[src/hw/dos_params.svh]
// constants for the drive operating state machine: offsets, fields, resets, timing
// assumes inclusion by the state machine module and by the testbench
`ifndef DOS_PARAMS_SVH
`define DOS_PARAMS_SVH

// ==========================================================
// register indices on the 4-bit word address
`define DOS_OFF_CMD     4'h0
`define DOS_OFF_STATE   4'h1
`define DOS_OFF_CFG     4'h2
`define DOS_OFF_IRQSTAT 4'h3
`define DOS_OFF_IRQMASK 4'h4
`define DOS_OFF_ENV     4'h5

// ==========================================================
// command register fields (write-one pulses)
`define DOS_CMD_SHUTDOWN   0
`define DOS_CMD_SWITCHON   1
`define DOS_CMD_ENABLEOP   2
`define DOS_CMD_DISABLEOP  3
`define DOS_CMD_DISABLEV   4
`define DOS_CMD_AUTOTUNE   5
`define DOS_CMD_CFGWRITE   6
`define DOS_CMD_ADJWRITE   7

// config register fields
`define DOS_CFG_STOPSEL    0
`define DOS_CFG_SEPCTRL    1
`define DOS_CFG_ONECHAN    2
`define DOS_CFG_HALT       3

// status/mask bits
`define DOS_IRQ_STATECHG   0
`define DOS_IRQ_REJECT     1
`define DOS_IRQ_ERROR      2

// state word codes reported to the master
`define DOS_CODE_SWDIS     3'h2
`define DOS_CODE_READY     3'h3
`define DOS_CODE_SWON      3'h4
`define DOS_CODE_OPEN      3'h5

// ==========================================================
// reset values
`define DOS_CFG_RESET      4'h0
`define DOS_MASK_RESET     3'h0

// ==========================================================
// timing: initialization time and clock rate
`define DOS_INIT_NS        400
`define DOS_CLK_NS         4
`define DOS_INIT_CYC       ((`DOS_INIT_NS + `DOS_CLK_NS - 1) / `DOS_CLK_NS)

`endif

[src/hw/dos_pkg.sv]
// types shared by the drive operating state machine
// assumes dos_params.svh holds the numeric constants
package dos_pkg;
  // ==========================================================
  // operating states
  typedef enum logic [2:0] {
    DOS_INIT,
    DOS_SW_DISABLED,
    DOS_READY,
    DOS_SWITCHED_ON,
    DOS_OP_ENABLED,
    DOS_RAMP_STOP
  } dos_state_e;
endpackage : dos_pkg

[src/hw/dos_sync.sv]
// two-flop synchroniser for asynchronous pin levels, one per bit
// assumes a single clock and synchronous active-high reset
module dos_sync #(
  parameter int WIDTH = 4
) (
  input  wire logic             clk,
  input  wire logic             srst,
  input  wire logic [WIDTH-1:0] asyncIn,
  output logic      [WIDTH-1:0] syncOut
);
  // ==========================================================
  // synchroniser chain
  logic [WIDTH-1:0] meta;

  // first stage feeds only the second stage
  always_ff @(posedge clk) begin
    if (srst) begin
      meta    <= '0;
      syncOut <= '0;
    end else begin
      meta    <= asyncIn;
      syncOut <= meta;
    end
  end
endmodule : dos_sync

[src/hw/drive_operating_state_machine.sv]
// drive operating state machine with an avalon-mm register slave
// assumes pin inputs are asynchronous; one 250 MHz clock; synchronous reset
//
// Overview of operation
// - state changes only on a new command, the end of initialization, ramp done in ramp stop, or an internal error event
// - current state is readable in the drive state word at any time
// - after reset pass through hidden initialization state, never reported
// - switch on disabled: stage not ready, output locked, contactor open, params writable
// - ready: await supply, locked, contactor open; separate stage needs supply
// - switched on: stage on, contactor closed, output locked, adjustments allowed
// - configuration write while switched on returns to switch on disabled
// - operation enabled: output unlocked, adjustments allowed, configuration refused
// - operation enabled: no motor power with zero reference or halt
// - autotuning starts only in operation enabled, else rejected
// - enable operation acted on only while command channel is valid
// - single channel needs reference received once before enable operation
// - disable operation with stop select 0: immediate switched on, freewheel
// - disable operation with stop select 1: ramp stop, then switched on

`include "dos_params.svh"

module drive_operating_state_machine
  import dos_pkg::*;
#(
  parameter int INIT_CYCLES = `DOS_INIT_CYC
) (
  input  wire logic        clk,
  input  wire logic        srst,
  input  wire logic [3:0]  address,
  input  wire logic        read,
  input  wire logic        write,
  input  wire logic [31:0] writedata,
  output logic      [31:0] readdata,
  output logic             waitrequest,
  input  wire logic        powerSupplyOk,
  input  wire logic        chanValid,
  input  wire logic        refReceived,
  input  wire logic        refZero,
  input  wire logic        errorDetected,
  input  wire logic        rampDone,
  output logic             powerStageReady,
  output logic             contactorClose,
  output logic             outputUnlock,
  output logic             motorPower,
  output logic             freewheel,
  output logic             rampStop,
  output logic             autotuneStart,
  output logic             cfgWriteAccept,
  output logic             adjWriteAccept,
  output logic             irq
);
  import dos_pkg::*;

  // ==========================================================
  // pin synchronisation
  // every pin is taken as asynchronous: two flops add two cycles of reaction
  // time, a small price against a metastable value reaching the state decode
  logic [5:0] pinSync;

  dos_sync #(
    .WIDTH(6)
  ) u_sync (
    .clk    (clk),
    .srst   (srst),
    .asyncIn({rampDone, errorDetected, refZero, refReceived, chanValid, powerSupplyOk}),
    .syncOut(pinSync)
  );

  wire supplyOk = pinSync[0];
  wire chanOk   = pinSync[1];
  wire refSeen  = pinSync[2];
  wire refIsZero = pinSync[3];
  wire errorIn  = pinSync[4];
  wire rampIn   = pinSync[5];

  // ==========================================================
  // register map, one 32-bit word per index of the 4-bit address:
  //   0 command, write-one pulses, reads zero
  //   1 drive_state_word, read-only state code
  //   2 configuration: stop select, separate stage, one channel, halt
  //   3 event status, sticky, cleared by the read that returns it
  //   4 event mask, same layout as the status
  //   5 synchronised pin levels, read-only
  // other indices read zero and ignore writes

  // ==========================================================
  // bus decode: one wait cycle per access, then the answer
  logic        busy;
  logic [3:0]  cfg;
  logic [2:0]  irqStat;
  logic [2:0]  irqMask;
  logic [2:0]  stateCode;
  dos_state_e  state;
  dos_state_e  next_state;
  logic [$clog2(INIT_CYCLES+1)-1:0] initCnt;

  // initialization ends when the countdown has run out; it never reloads
  // outside reset, so a long run cannot drop back into the hidden state
  wire initDone = (initCnt == '0);

  wire access    = (read | write) & ~busy;
  wire wrStrobe  = write & busy;
  wire rdStrobe  = read & busy;
  wire hitCmd    = (address == `DOS_OFF_CMD);
  wire hitState  = (address == `DOS_OFF_STATE);
  wire hitCfg    = (address == `DOS_OFF_CFG);
  wire hitStat   = (address == `DOS_OFF_IRQSTAT);
  wire hitMask   = (address == `DOS_OFF_IRQMASK);
  wire hitEnv    = (address == `DOS_OFF_ENV);

  // command pulses, only valid on the accepted write edge
  wire [7:0] cmd = (wrStrobe & hitCmd) ? writedata[7:0] : 8'h00;
  wire cShutdown = cmd[`DOS_CMD_SHUTDOWN];
  wire cSwitchOn = cmd[`DOS_CMD_SWITCHON];
  wire cEnableOp = cmd[`DOS_CMD_ENABLEOP];
  wire cDisOp    = cmd[`DOS_CMD_DISABLEOP];
  wire cDisV     = cmd[`DOS_CMD_DISABLEV];
  wire cAutotune = cmd[`DOS_CMD_AUTOTUNE];
  wire cCfgWr    = cmd[`DOS_CMD_CFGWRITE];
  wire cAdjWr    = cmd[`DOS_CMD_ADJWRITE];

  wire stopSel   = cfg[`DOS_CFG_STOPSEL];
  wire sepCtrl   = cfg[`DOS_CFG_SEPCTRL];
  wire oneChan   = cfg[`DOS_CFG_ONECHAN];
  wire haltCmd   = cfg[`DOS_CFG_HALT];

  // ==========================================================
  // state permissions
  // ramp stop still counts as operation enabled towards the master, so it
  // shares the adjustment permission and refuses configuration like state 5
  wire inOp     = (state == DOS_OP_ENABLED);
  wire inSwOn   = (state == DOS_SWITCHED_ON);
  wire cfgAllow = (state == DOS_SW_DISABLED) | (state == DOS_READY) | inSwOn;
  wire adjAllow = cfgAllow | inOp | (state == DOS_RAMP_STOP);
  wire enableOk = chanOk & (~oneChan | refSeen);
  wire supplyGo = ~sepCtrl | supplyOk;
  wire tuneOk   = cAutotune & inOp;
  wire tuneRej  = cAutotune & ~inOp;

  // ==========================================================
  // next state: only commands, the end of initialization, ramp done or the error event move it
  // a command that is not legal in the current state leaves the state alone
  always_comb begin
    next_state = state;
    case (state)
      DOS_INIT: begin
        if (initDone) next_state = DOS_SW_DISABLED;
      end
      DOS_SW_DISABLED: begin
        if (cShutdown) next_state = DOS_READY;
      end
      DOS_READY: begin
        if (cDisV) next_state = DOS_SW_DISABLED;
        else if (cSwitchOn && supplyGo) next_state = DOS_SWITCHED_ON;
      end
      DOS_SWITCHED_ON: begin
        if (cDisV || cCfgWr) next_state = DOS_SW_DISABLED;
        else if (cShutdown) next_state = DOS_READY;
        else if (cEnableOp && enableOk) next_state = DOS_OP_ENABLED;
      end
      DOS_OP_ENABLED: begin
        if (cDisV) next_state = DOS_SW_DISABLED;
        else if (cShutdown) next_state = DOS_READY;
        else if (cDisOp && !stopSel) next_state = DOS_SWITCHED_ON;
        else if (cDisOp && stopSel) next_state = DOS_RAMP_STOP;
      end
      DOS_RAMP_STOP: begin
        if (cDisV) next_state = DOS_SW_DISABLED;
        else if (rampIn) next_state = DOS_SWITCHED_ON;
      end
      default: next_state = DOS_INIT;
    endcase
    // a detected error drops the drive to a safe locked state
    if (errorIn && state != DOS_INIT) next_state = DOS_SW_DISABLED;
  end

  // ==========================================================
  // reported code: ramp stop still counts as operation enabled
  always_comb begin
    case (state)
      DOS_SW_DISABLED: stateCode = `DOS_CODE_SWDIS;
      DOS_READY:       stateCode = `DOS_CODE_READY;
      DOS_SWITCHED_ON: stateCode = `DOS_CODE_SWON;
      DOS_OP_ENABLED:  stateCode = `DOS_CODE_OPEN;
      DOS_RAMP_STOP:   stateCode = `DOS_CODE_OPEN;
      default:         stateCode = `DOS_CODE_SWDIS;
    endcase
  end

  // ==========================================================
  // output decode from the next state, so every output moves on the same
  // edge as the state register and leaves the flop directly
  wire nextIsOp   = (next_state == DOS_OP_ENABLED);
  wire nextIsRamp = (next_state == DOS_RAMP_STOP);
  wire nextIsSwOn = (next_state == DOS_SWITCHED_ON);
  wire nextRun    = nextIsOp | nextIsRamp;
  wire nextParked = (next_state == DOS_INIT) | (next_state == DOS_SW_DISABLED);

  wire next_powerStageReady = ~nextParked;
  wire next_contactorClose  = nextIsSwOn | nextRun;
  wire next_outputUnlock    = nextRun;
  // the ramp needs the motor fed until it ends, whatever the reference
  wire next_motorPower      = (nextIsOp & ~refIsZero & ~haltCmd) | nextIsRamp;
  wire next_freewheel       = ~nextRun;
  wire next_rampStop        = nextIsRamp;
  // a start is only given when the drive also stays in state 5
  wire next_autotuneStart   = tuneOk & nextIsOp;
  wire next_cfgWriteAccept  = cCfgWr & cfgAllow;
  wire next_adjWriteAccept  = cAdjWr & adjAllow;

  // ==========================================================
  // events for the sticky status bits
  wire stateChg = (next_state != state) && (state != DOS_INIT);
  wire tuneLost = tuneOk & ~nextIsOp;
  wire [2:0] events = {errorIn, tuneRej | tuneLost | (cCfgWr & ~cfgAllow), stateChg};
  wire statRead = rdStrobe & hitStat;

  // a status read clears only the bits that it returned; an event that
  // lands in the same cycle, or after the data was taken, stays set
  wire [2:0] readClear = statRead ? readdata[2:0] : 3'h0;
  wire [2:0] next_irqStat;

  for (genvar b = 0; b < 3; b++) begin : g_stat
    assign next_irqStat[b] = (irqStat[b] & ~readClear[b]) | events[b];
  end

  wire next_irq = |(next_irqStat & irqMask);

  // ==========================================================
  // state register and initialization counter
  always_ff @(posedge clk) begin
    if (srst) begin
      state   <= DOS_INIT;
      initCnt <= ($clog2(INIT_CYCLES+1))'(INIT_CYCLES - 1);
    end else begin
      state   <= next_state;
      if (!initDone) initCnt <= initCnt - 1'b1;
    end
  end

  // ==========================================================
  // drive outputs, all registered
  // every output leaves a flop, so the pins never glitch while the
  // next-state decode settles
  always_ff @(posedge clk) begin
    if (srst) begin
      powerStageReady <= 1'b0;
      contactorClose  <= 1'b0;
      outputUnlock    <= 1'b0;
      motorPower      <= 1'b0;
      freewheel       <= 1'b1;
      rampStop        <= 1'b0;
      autotuneStart   <= 1'b0;
      cfgWriteAccept  <= 1'b0;
      adjWriteAccept  <= 1'b0;
    end else begin
      powerStageReady <= next_powerStageReady;
      contactorClose  <= next_contactorClose;
      outputUnlock    <= next_outputUnlock;
      motorPower      <= next_motorPower;
      freewheel       <= next_freewheel;
      rampStop        <= next_rampStop;
      autotuneStart   <= next_autotuneStart;
      cfgWriteAccept  <= next_cfgWriteAccept;
      adjWriteAccept  <= next_adjWriteAccept;
    end
  end

  // ==========================================================
  // software registers and interrupt status; set wins over read-clear
  always_ff @(posedge clk) begin
    if (srst) begin
      cfg     <= `DOS_CFG_RESET;
      irqMask <= `DOS_MASK_RESET;
      irqStat <= 3'h0;
      irq     <= 1'b0;
    end else begin
      if (wrStrobe && hitCfg) cfg <= writedata[3:0];
      if (wrStrobe && hitMask) irqMask <= writedata[2:0];
      irqStat <= next_irqStat;
      irq     <= next_irq;
    end
  end

  // ==========================================================
  // avalon response: waitrequest high on the first cycle of each access
  // fixed latency keeps the decode trivial; the price is one idle cycle
  // between accesses, since busy blocks a new request on the answer edge
  wire [31:0] rdMux = hitState ? {29'h0, stateCode} :
                      hitCfg   ? {28'h0, cfg} :
                      hitStat  ? {29'h0, irqStat} :
                      hitMask  ? {29'h0, irqMask} :
                      hitEnv   ? {26'h0, pinSync} : 32'h0;

  always_ff @(posedge clk) begin
    if (srst) begin
      busy        <= 1'b0;
      waitrequest <= 1'b1;
      readdata    <= 32'h0;
    end else begin
      busy        <= access;
      waitrequest <= ~access;
      if (access && read) readdata <= rdMux;
    end
  end
endmodule : drive_operating_state_machine

[config.mk]
export PLATFORM = sky130hd
export DESIGN_NAME = drive_operating_state_machine
export DESIGN_NICKNAME = d
export VERILOG_FILES = /design/src/hw/dos_pkg.sv /design/src/hw/dos_sync.sv /design/src/hw/drive_operating_state_machine.sv
export VERILOG_INCLUDE_DIRS = /design/src /design/src/hw
export SDC_FILE = /design/constraint.sdc
export NUM_CORES = 1
export LEC_CHECK = 0
export BUFFER_PORTS_ARGS = -buffer_cell sky130_fd_sc_hd__buf_2
export CELL_PAD_IN_SITES_DETAIL_PLACEMENT = 1
export CELL_PAD_IN_SITES_GLOBAL_PLACEMENT = 2
export CORE_ASPECT_RATIO = 1.5
export CORE_UTILIZATION = 30
export DETAILED_ROUTE_END_ITERATION = 16
export HOLD_SLACK_MARGIN = 0.06
export PLACE_DENSITY = 0.91
export SETUP_SLACK_MARGIN = 0.02
export SYNTH_ARGS = -nofsm -noshare
export SYNTH_HDL_FRONTEND = slang
export SYNTH_SLANG_ARGS = --single-unit
[constraint.sdc]
create_clock -name clk -period 5.64 [get_ports clk]
set_input_delay 1.41 -clock clk [delete_from_list [all_inputs] [get_ports clk]]
set_output_delay 1.41 -clock clk [all_outputs]
set_load 0.01 [all_outputs]
==> results of run 1 <==
-- worst max-delay path, delay by kind of cell --
kind | cells | cell delay [ns]
compound gates | 3 | 0.63
buf+inv | 1 | 0.21
simple gates | 4 | 1.28
-- state kept, by name, summed over array words and instances, names as in the netlist, 3 cells and up --
| signal | cells |
|---|---|
| cfg | 4 |
| initCnt | 7 |
| irqMask | 3 |
| irqStat | 3 |
| readdata | 6 |
| state | 3 |
| u_sync.meta | 6 |
| u_sync.syncOut | 6 |
-- synthesized netlist by cell type, drive strengths merged (2+ instances only) --
cell and number:
xnor2 4, nor3 9, buf 34, nor2 28, nand2b 6, o22ai 3
a21o 2, nor4 3, ha 2, dfxtp 50, xor2 2, nand2 25
a211oi 2, a32oi 2, mux2i 9, a21oi 11, inv 10, o21ai 14
a41oi 3, nand3 8, or2 2, nor2b 15, a31o 2, nor3b 3
clkbuf 6, and2 3, or4 2, a311oi 3, and3 5, o221ai 3
nand3b 3
-- layout make-up --
type,instances,area [um2]
fill,984,5250
clock inverter,2,16.3
inverter,10,37.5
tap,105,131
sequential,50,1000
multi-input combinational,215,1290
clock buffer,6,139
timing repair buffer,38,190
-- power by group through the flow --
| stage | Combinational [W] | Sequential [W] | Clock [W] |
|---|---|---|---|
| after floorplan | 0.0000727 | 0.000380 | 0 |
| after global placement | 0.0000798 | 0.000383 | 0 |
| after detailed placement | 0.0000824 | 0.000384 | 0 |
| after CTS | 0.0000831 | 0.000375 | 0.000323 |
| after global routing | 0.0000912 | 0.000377 | 0.000337 |
| final | 0.0000822 | 0.000375 | 0.000316 |
-- per-layer routing --
layer  up-vias  track usage
met5         -            0
met3        12       0.0255
met1      1018        0.148
met4         0       0.0821
li1       1013            -
met2        49        0.297
-- cells by family after synthesis --
family                   Yosys count  synth area share
AO/OA/AOI/OAI                     55             0.162
buffers and inverters             50             0.128
XOR/XNOR                           6            0.0208
multiplexers                       9            0.0357
other                              1           0.00149
adder cells (fa/ha/maj)            2           0.00992
flip-flops                        50             0.397
AND/OR/NAND/NOR                  117             0.245
-- per-stage QoR --
stage | area, um2 | hold slack [ns]
6_report | 2810 | 0.438
2_1_floorplan | 2620 | 0.414
4_1_cts | 2810 | 0.444
3_3_place_gp | 2650 | 0.426
5_1_grt | 2810 | 0.454
3_5_place_dp | 2650 | 0.428
-- final timing paths --
path | cells past startpoint | startpoint | endpoint
hold reg to reg | 1 | u_sync.meta[4]$_SDFF_PP0_ | u_sync.syncOut[4]$_SDFF_PP0_
setup reg to reg | 6 | state[0]$_SDFF_PP0_ | irq$_SDFF_PP0_
setup / recovery | 8 | address[0] | irq$_SDFF_PP0_
hold / removal | 1 | u_sync.meta[4]$_SDFF_PP0_ | u_sync.syncOut[4]$_SDFF_PP0_
==> out/results.tsv, run 1 <==
stage	metric	value	unit
power	Clock Power Share	0.408	
layout	Synth-to-Final Area Change	11.3	%
sta	period utilization	0.593	
worst_setup_path	Worst R2R Setup Slack	3.09	ns
synthesis	area leader, netlist	dfxtp_1	
routing	top sig layer	met4	
die	# rows	40	
clock_network	Sink Count	50	
die	Core Region	8060	um2
run_status	outcome	completed	
routing	met3 WL	196	um
place	RD Place Congestion	0.879	
global_route	via count of the first global-routing pass	2073	
clock_network	CTS tree	built	
power	Flop pwr share	0.485	
synthesis	Primary FF master, synth	dfxtp_1	
worst_setup_path	WP data arrival	3.53	ns
clock_network	Root Driver	clkbuf_16	
power	P_int	0.000574	W
layout	antenna cells	0	
layout	Layout Nets	368	
routing	DR pass1 iterations	4	
sta	final worst setup slack	2.30	ns
die	Die Ht	114	um
layout	most common cell after layout, fill and taps aside	dfxtp_1	
clock_network	# hold bufs at CTS	0	
routing	via count	2092	
worst_setup_path	required time worst endpoint	5.82	ns
clock_network	Max Buffers Root-to-Sink	2	
synthesis	top-area cell type share of the netlist area	0.397	
power	Leak	1.17	nW
sta	final hold violation count	0	
die	initial core utilization	0.313	
global_route	grt ovf	0	
power	power consumption	0.000773	W
synthesis	Ys Warns	0	
power	worst vdd ir	0.119	mV
sta	Final Critical Period	3.34	ns
routing	Final ANT Viol Nets	0	
power	Sw Share	0.258	
layout	layout cell share with drive strength beyond 1	0.174	
worst_setup_path	type of the worst setup path	in2reg	
place	Placed Cells	418	
sta	final clock skew	0.00315	ns
layout	final non-filler cell total	426	
worst_setup_path	crit end category	flip-flop	
sta	Slew Viols, Final	0	
worst_setup_path	Worst path slowest cell	and3b_1	
routing	wire length per cell	15.1	um
worst_setup_path	Critical Path, Cell by Cell	buf_2, and3b_1, nand3_1, or4_1, and2_1, o21ai_1, a221oi_2, a211o_1	
synthesis	number of synthesized flops with an enable pin	0	
global_route	wire length of the first global-routing pass	10200	um
power	Combinational Power Share	0.106	
synthesis	sequential area share after synthesis	0.397	
routing	wirelength, routed	6420	um
layout	most frequent cells in the layout	50 x dfxtp_1, 38 x buf_2, 28 x nor2_1	
die	Die X	76.9	um
synthesis	top post-synthesis cells by area	dfxtp_1 40%, buf_4 8.0%, nor2_1 4.2%	
sta	Final Setup Violations	0	
global_route	largest net degree at the start of global routing	43	
worst_setup_path	Worst path max stage delay	0.45	ns
synthesis	synthesized area	2520	um2
clock_network	Worst-path clk slew	0.07	ns
worst_hold_path	HP Class	reg2reg	
sta	FMAX	0.299	GHz
place	dpl hpwl	4930	um
sta	TNS Setup	0	ns
clock_network	post-CTS setup buffer count	0	
layout	Final Util	0.348	
synthesis	Yosys reg bits	50	
power	Cell Pwr Density	275	nW/um2
place	Setup WS pre-CTS	2.00	ns
routing	Residual DRC	0	
clock_network	Num CTS Buffers	5	
die	io pins	89	
routing	DRT met1 WL	2420	um
run	number of max-cap violations	0	
sta	Worst Tran Pin Value	0.767	ns
die	Die ar.	8790	um2
synthesis	count of different cell masters after synthesis	57	
synthesis	Mean Syn Cell Area	8.70	um2
sta	Slew HR	0.488	
routing	initial drt markers	95	
global_route	GRT Util Overall	0.151	
synthesis	Syn Inst Count	290	
clock_network	CTS H-Tree Depth	2	
routing	post-DR vias/cell	4.91	
routing	Met2 Wirelength	3580	um
clock_network	Resize count post-CTS	0	
place	Buffers on Ports	38	
synthesis	Synth async-reset ratio	0	
clock_network	Clk Latency, worst-skew pair	0.30	ns
worst_setup_path	Worst Path Max Fanout	15	
global_route	antenna violations before repair	0	
power	NetSw	0.000199	W
worst_setup_path	critical path startpoint category	primary input	
sta	RSZ-0062 raised after global routing	false	
Power figures use the tool's default switching activity.
==> run 2, diff against run 1 <==
--- a/config.mk
+++ b/config.mk
@@ -10,10 +10,10 @@
 export CELL_PAD_IN_SITES_DETAIL_PLACEMENT = 1
 export CELL_PAD_IN_SITES_GLOBAL_PLACEMENT = 2
 export CORE_ASPECT_RATIO = 1.5
-export CORE_UTILIZATION = 30
+export CORE_UTILIZATION = 25
 export DETAILED_ROUTE_END_ITERATION = 16
 export HOLD_SLACK_MARGIN = 0.06
-export PLACE_DENSITY = 0.91
+export PLACE_DENSITY = 0.81
 export SETUP_SLACK_MARGIN = 0.02
 export SYNTH_ARGS = -nofsm -noshare
 export SYNTH_HDL_FRONTEND = slang
==> constraint.sdc (replaced) <==
create_clock -name clk -period 3 [get_ports clk]
set_input_delay 0.75 -clock clk [delete_from_list [all_inputs] [get_ports clk]]
set_output_delay 0.75 -clock clk [all_outputs]
set_load 0.01 [all_outputs]
==> run 2 against run 1 <==
  * The flow now finishes with violations (design-rule violations)
  * Die area grew 20%
  * Cell area grew 1.8%
  * First-iteration DRC count decreased by 7.4%
  * Critical path depth unchanged
  * Global-route usage is 2.1 points lower
  * Non-clock buffer count grew 5
  * Utilization fell by 5.5 points
  * Via count rose by 0.38%
  * Critical path type unchanged
==> out/results.tsv, run 2 (synthesized netlist as in run 1, its figures left out) <==
stage	metric	value	unit	change
layout	layout cell share with drive strength beyond 1	0.187		was 0.174
layout	most frequent cells in the layout	50 x dfxtp_1, 38 x buf_2, 28 x nor2_1		unchanged
die	Die Ht	125	um	was 114 um
clock_network	Worst-path clk slew	0.07	ns	about the same
routing	post-DR vias/cell	4.76		was 4.91
worst_setup_path	Worst path max stage delay	0.44	ns	was 0.45 ns
global_route	largest net degree at the start of global routing	26		was 43
worst_setup_path	crit end category	flip-flop		unchanged
sta	final clock skew	0.00293	ns	was 0.00315 ns
routing	wire length per cell	14.7	um	was 15.1 um
layout	Synth-to-Final Area Change	13.3	%	was 11.3%
die	io pins	89		unchanged
clock_network	Resize count post-CTS	0		unchanged
die	Die X	84.0	um	was 76.9 um
clock_network	Max Buffers Root-to-Sink	2		unchanged
clock_network	post-CTS setup buffer count	0		unchanged
worst_setup_path	Worst Path Max Fanout	7		was 15
routing	wirelength, routed	6480	um	was 6420 um
layout	Layout Nets	373		was 368
worst_setup_path	critical path startpoint category	primary input		unchanged
die	# rows	44		was 40
die	initial core utilization	0.259		was 0.313
sta	WHS	0.438	ns	about the same
layout	antenna cells	0		unchanged
die	Die ar.	10500	um2	was 8790 um2
place	RD Place Congestion	0.840		was 0.879
clock_network	CTS H-Tree Depth	2		unchanged
layout	final non-filler cell total	441		was 426
sta	final hold violation count	0		unchanged
global_route	via count of the first global-routing pass	2189		was 2073
sta	Final Critical Period	2.46	ns	
run	number of max-cap violations	0		unchanged
routing	Residual DRC	6		was 0
sta	Final Setup Violations	0		unchanged
clock_network	# hold bufs at CTS	0		unchanged
layout	Reg with most FFs	initCnt		unchanged
run_status	violated checks	design-rule violations		
place	Placed Cells	433		was 418
sta	period utilization	0.819		
sta	TNS Setup	0	ns	unchanged
worst_setup_path	WP data arrival	2.64	ns	was 3.53 ns
layout	fillers	1165		was 984
routing	initial drt markers	88		was 95
sta	Slew HR	0.534		was 0.488
global_route	antenna violations before repair	0		unchanged
sta	Slew Viols, Final	0		unchanged
clock_network	Clk Latency, worst-skew pair	0.29	ns	was 0.30 ns
power	Leak	1.20	nW	was 1.17 nW
run_status	outcome	complete, but fails checks		was completed
global_route	grt ovf	0		unchanged
worst_setup_path	Critical Path, Cell by Cell	buf_2, and3b_1, nand3_1, or4_1, and2_1, o21ai_1, a221oi_2, a211o_1		unchanged
worst_setup_path	type of the worst setup path	in2reg		unchanged
die	Core Region	9740	um2	was 8060 um2
clock_network	CTS tree	built		unchanged
layout	max FFs per register	7		unchanged
sta	Worst Tran Pin Value	0.693	ns	was 0.767 ns
worst_setup_path	Worst path slowest cell	or4_1		was and3b_1
place	Buffers on Ports	38		unchanged
worst_hold_path	HP Class	reg2reg		unchanged
power	worst vdd ir	0.214	mV	was 0.119 mV
worst_setup_path	required time worst endpoint	3.18	ns	was 5.82 ns
worst_setup_path	crit-path leading delay family	simple AND/OR/NAND/NOR gates		unchanged
worst_setup_path	Worst Path Buf+Inv	1		unchanged
routing	Final ANT Viol Nets	0		unchanged
clock_network	Root Driver	clkbuf_16		unchanged
clock_network	Num CTS Buffers	5		unchanged
clock_network	Sink Count	50		unchanged
routing	via count	2100		was 2092
place	dpl hpwl	5130	um	was 4930 um
sta	FMAX	0.407	GHz	
global_route	wire length of the first global-routing pass	10700	um	was 10200 um
global_route	GRT Util Overall	0.131		was 0.151
sta	RSZ-0062 raised after global routing	false		unchanged
power	Cell Pwr Density	509	nW/um2	was 275 nW/um2
routing	DR pass1 iterations	10		was 4
layout	most common cell after layout, fill and taps aside	dfxtp_1		unchanged
## run 2: layout make-up
type / count / area (um2) / area share
Multi-Input combinational cell: 215 / 1290 / 0.452
Sequential cell: 50 / 1000 / 0.350
Timing Repair Buffer: 43 / 228 / 0.0797
Tap cell: 115 / 144 / 0.0504
Clock buffer: 6 / 139 / 0.0486
Inverter: 10 / 37.5 / 0.0131
Clock inverter: 2 / 16.3 / 0.00569
## run 2: final timing paths
check	startpoint	end	slack, ns	depth (start not counted)
max	address[0]	irq$_SDFF_PP0_	0.54	8
min	u_sync.meta[3]$_SDFF_PP0_	u_sync.syncOut[3]$_SDFF_PP0_	0.44	1
max reg2reg	state[0]$_SDFF_PP0_	irq$_SDFF_PP0_	0.55	6
min reg2reg	u_sync.meta[3]$_SDFF_PP0_	u_sync.syncOut[3]$_SDFF_PP0_	0.44	1
## run 2: routing by layer
metal	GRT usage	wire length (um)	part of all wire
met3	0.0205	220	0.034
met5	0	0	0
met2	0.247	3570	0.55
met4	0.0913	322	0.050
met1	0.127	2370	0.37
## run 2: report_power, final
| group | internal [W] | leakage [nW] | switching (W) | total [W] |
|---|---|---|---|---|
| Sequential | 0.000686 | 0.408 | 0.0000188 | 0.000705 |
| Combinational | 0.0000601 | 0.718 | 0.0000980 | 0.000158 |
| Clock | 0.000335 | 0.0735 | 0.000257 | 0.000592 |
## run 2: stage by stage
stage	setup WS, ns	total power, W	utilization	cell area, um2
2_1_floorplan	0.516	0.000851	-	2620
3_3_place_gp	0.259	0.000873	0.277	2700
3_5_place_dp	0.251	0.000879	0.277	2700
4_1_cts	0.523	0.00148	0.293	2860
5_1_grt	0.350	0.00152	0.293	2860
6_report	0.544	0.00146	0.293	2860
==> run 3, diff against run 2 <==
--- a/config.mk
+++ b/config.mk
@@ -6,11 +6,12 @@
 export SDC_FILE = /design/constraint.sdc
 export NUM_CORES = 1
 export LEC_CHECK = 0
+export ABC_AREA = 1
 export BUFFER_PORTS_ARGS = -buffer_cell sky130_fd_sc_hd__buf_2
 export CELL_PAD_IN_SITES_DETAIL_PLACEMENT = 1
 export CELL_PAD_IN_SITES_GLOBAL_PLACEMENT = 2
 export CORE_ASPECT_RATIO = 1.5
-export CORE_UTILIZATION = 25
+export CORE_UTILIZATION = 23
 export DETAILED_ROUTE_END_ITERATION = 16
 export HOLD_SLACK_MARGIN = 0.06
 export PLACE_DENSITY = 0.81
==> constraint.sdc (replaced) <==
create_clock -name clk -period 2.2 [get_ports clk]
set_input_delay 0.55 -clock clk [delete_from_list [all_inputs] [get_ports clk]]
set_output_delay 0.55 -clock clk [all_outputs]
set_load 0.01 [all_outputs]
==> run 3 against run 2 <==
  * The run now ends clean
  * Sequential share of layout area is 1.8 points lower
  * Setup slack worse by 0.34 ns
  * Combinational power is 8% higher
  * Total power is 40% higher
  * Utilization is 0.27 points higher
  * Critical endpoint unchanged
  * Via count is 6.7% higher
==> out/results.tsv, run 3 <==
stage	metric	value	unit	change
synthesis	synthesized area	2430	um2	was 2520 um2
layout	Reg with most FFs	initCnt		unchanged
sta	WHS	0.403	ns	was 0.438 ns
layout	most frequent cells in the layout	58 x nand2_1, 50 x dfxtp_1, 45 x inv_1		was 50 x dfxtp_1, 38 x buf_2, 28 x nor2_1
sta	final hold violation count	0		unchanged
worst_setup_path	WP data arrival	2.22	ns	was 2.64 ns
clock_network	Num CTS Buffers	5		unchanged
layout	fillers	1287		was 1165
layout	layout cell share with drive strength beyond 1	0.219		was 0.187
synthesis	Synth async-reset ratio	0		unchanged
clock_network	Sink Count	50		unchanged
synthesis	Post-synth top cells	58 x nand2_1, 50 x dfxtp_1, 45 x inv_1		was 50 x dfxtp_1, 28 x nor2_1, 27 x buf_4
routing	Final ANT Viol Nets	0		unchanged
worst_setup_path	CP endpoint	irq$_SDFF_PP0_		unchanged
die	# rows	45		was 44
synthesis	top-area cell type share of the netlist area	0.411		was 0.397
die	initial core utilization	0.239		was 0.259
synthesis	count of different cell masters after synthesis	36		was 57
sta	final clock skew	0.00576	ns	was 0.00293 ns
layout	Synth-to-Final Area Change	24.0	%	was 13.3%
routing	initial drt markers	68		was 88
global_route	GRT Util Overall	0.129		was 0.131
synthesis	area leader, netlist	dfxtp_1		unchanged
sta	FMAX	0.502	GHz	
power	worst vdd ir	0.410	mV	was 0.214 mV
power	power consumption	0.00204	W	was 0.00146 W
routing	wirelength, routed	6510	um	was 6480 um
worst_setup_path	required time worst endpoint	2.43	ns	was 3.18 ns
synthesis	number of synthesized flops with an enable pin	0		unchanged
layout	max FFs per register	7		unchanged
worst_setup_path	type of the worst setup path	in2reg		unchanged
worst_hold_path	HP Class	reg2reg		unchanged
sta	TNS Setup	0	ns	unchanged
synthesis	top post-synthesis cells by area	dfxtp_1 41%, nand2_1 8.9%, buf_4 8.0%		was dfxtp_1 40%, buf_4 8.0%, nor2_1 4.2%
synthesis	Yosys reg bits	50		unchanged
global_route	grt ovf	0		unchanged
clock_network	CTS H-Tree Depth	2		unchanged
global_route	wire length of the first global-routing pass	10800	um	was 10700 um
routing	wire length per cell	12.2	um	was 14.7 um
synthesis	Primary FF master, synth	dfxtp_1		unchanged
place	RD Place Congestion	0.854		was 0.840
clock_network	Root Driver	clkbuf_16		unchanged
routing	post-DR vias/cell	4.20		was 4.76
worst_setup_path	crit end category	flip-flop		unchanged
die	io pins	89		unchanged
synthesis	Ys Warns	0		unchanged
run_status	outcome	completed		was complete, but fails checks
layout	antenna cells	0		unchanged
sta	Final Critical Period	1.99	ns	
place	dpl hpwl	5320	um	was 5130 um
die	Die ar.	11000	um2	was 10500 um2
sta	period utilization	0.905		
global_route	antenna violations before repair	0		unchanged
run	number of max-cap violations	0		unchanged
layout	most common cell after layout, fill and taps aside	nand2_1		was dfxtp_1
synthesis	sequential area share after synthesis	0.411		was 0.397
routing	Residual DRC	0		was 6
clock_network	Clk Latency, worst-skew pair	0.30	ns	was 0.29 ns
power	Cell Pwr Density	677	nW/um2	was 509 nW/um2
synthesis	most common cell in the netlist	nand2_1		was dfxtp_1
clock_network	CTS tree	built		unchanged
die	Die Ht	128	um	was 125 um
worst_setup_path	R2R Path End	irq$_SDFF_PP0_		unchanged
layout	Layout Nets	440		was 373
sta	Slew Viols, Final	0		unchanged
global_route	largest net degree at the start of global routing	26		unchanged
place	Buffers on Ports	38		unchanged
global_route	via count of the first global-routing pass	2301		was 2189
worst_setup_path	Worst Reg-to-Reg Cells	14		was 6
clock_network	Worst-path clk slew	0.07	ns	about the same
worst_setup_path	Worst R2R Setup Slack	0.22	ns	was 0.55 ns
sta	RSZ-0062 raised after global routing	false		unchanged
worst_setup_path	R2R Path Start	state[1]$_SDFF_PP0_		was state[0]$_SDFF_PP0_
worst_setup_path	Worst Path Max Fanout	5		was 7
worst_setup_path	critical path startpoint category	primary input		unchanged
die	Die X	86.0	um	was 84.0 um
routing	DR pass1 iterations	4		was 10
synthesis	Syn Inst Count	335		was 290
power	Leak	1.47	nW	was 1.20 nW
die	Core Region	10200	um2	was 9740 um2
clock_network	Max Buffers Root-to-Sink	2		unchanged
clock_network	# hold bufs at CTS	0		unchanged
synthesis	Mean Syn Cell Area	7.26	um2	was 8.70 um2
worst_setup_path	worst setup path start	address[2]		was address[0]
sta	Final Setup Violations	0		unchanged
routing	via count	2241		was 2100
[run 3: final cells by class]
| class | instances | area (um2) | share of cell area |
|---|---|---|---|
| Multi-Input combinational cell | 228 | 1130 | 0.375 |
| Tap cell | 141 | 176 | 0.0585 |
| Inverter | 51 | 191 | 0.0635 |
| Timing Repair Buffer | 56 | 338 | 0.112 |
| Clock inverter | 2 | 38.8 | 0.0129 |
| Sequential cell | 50 | 1000 | 0.332 |
| Clock buffer | 6 | 139 | 0.0460 |
[run 3: where the power goes]
group	internal (W)	total [W]	switching (W)	leakage (nW)
registers	0.000933	0.000948	0.0000153	0.408
logic	0.0000587	0.000171	0.000112	0.971
clock network	0.000572	0.000923	0.000351	0.0875
[run 3: what timing repair did]
action | CTS | global route
buffers inserted | 0 | 0
endpoints found under the setup margin | 0 | 1
gates resized for setup | 0 | 3
[run 3: metrics by stage]
step                      instances   util  instance area [um2]  setup WS, ns
final                           534  0.296                 3020         0.208
after floorplan                 360      -                 2530         0.317
after global placement          526  0.277                 2830       -0.0679
after global routing            534  0.296                 3020        0.0256
after detailed placement        526  0.277                 2830        -0.129
after CTS                       534  0.295                 3000        0.0620
[run 3: worst min path at each step]
stage                                          from                            to  slack [ns]  cells past startpoint
after floorplan           u_sync.meta[0]$_SDFF_PP0_  u_sync.syncOut[0]$_SDFF_PP0_        0.39                      2
after global placement    u_sync.meta[2]$_SDFF_PP0_  u_sync.syncOut[2]$_SDFF_PP0_        0.39                      2
after detailed placement  u_sync.meta[3]$_SDFF_PP0_  u_sync.syncOut[3]$_SDFF_PP0_        0.40                      2
after CTS                 u_sync.meta[3]$_SDFF_PP0_  u_sync.syncOut[3]$_SDFF_PP0_        0.41                      2
after global routing      u_sync.meta[1]$_SDFF_PP0_  u_sync.syncOut[1]$_SDFF_PP0_        0.42                      2
final                     u_sync.meta[3]$_SDFF_PP0_  u_sync.syncOut[3]$_SDFF_PP0_        0.40                      2
[run 3: critical path, cell delays in order]
cell and delay, ns:
buf_2 0.12, nor2_4 0.18, nand3_1 0.19, nor2_1 0.18, nor2_1 0.08, a21oi_1 0.14
nand2_1 0.06, nand2_1 0.05, nand2_1 0.08, nand2_1 0.11, nand2_1 0.07, nand4_1 0.10
nand2_1 0.08, nand2_1 0.06, nand3_1 0.06, nand2_1 0.10
[run 3: logic make-up after synthesis]
kind of cell             share of synthesized area
other                                      0.00154
AND/OR/NAND/NOR                              0.274
XOR/XNOR                                    0.0108
adder cells (fa/ha/maj)                     0.0103
AO/OA/AOI/OAI                                0.125
buffers and inverters                        0.167
flip-flops                                   0.411
[run 3: per-layer routing]
layer / up-vias / track usage / wire (um)
met4: 0 / 0.0657 / 225
li1: 1126 / - / -
met5: - / 0 / 0
met2: 57 / 0.248 / 3620
met3: 15 / 0.0309 / 253
met1: 1043 / 0.124 / 2410
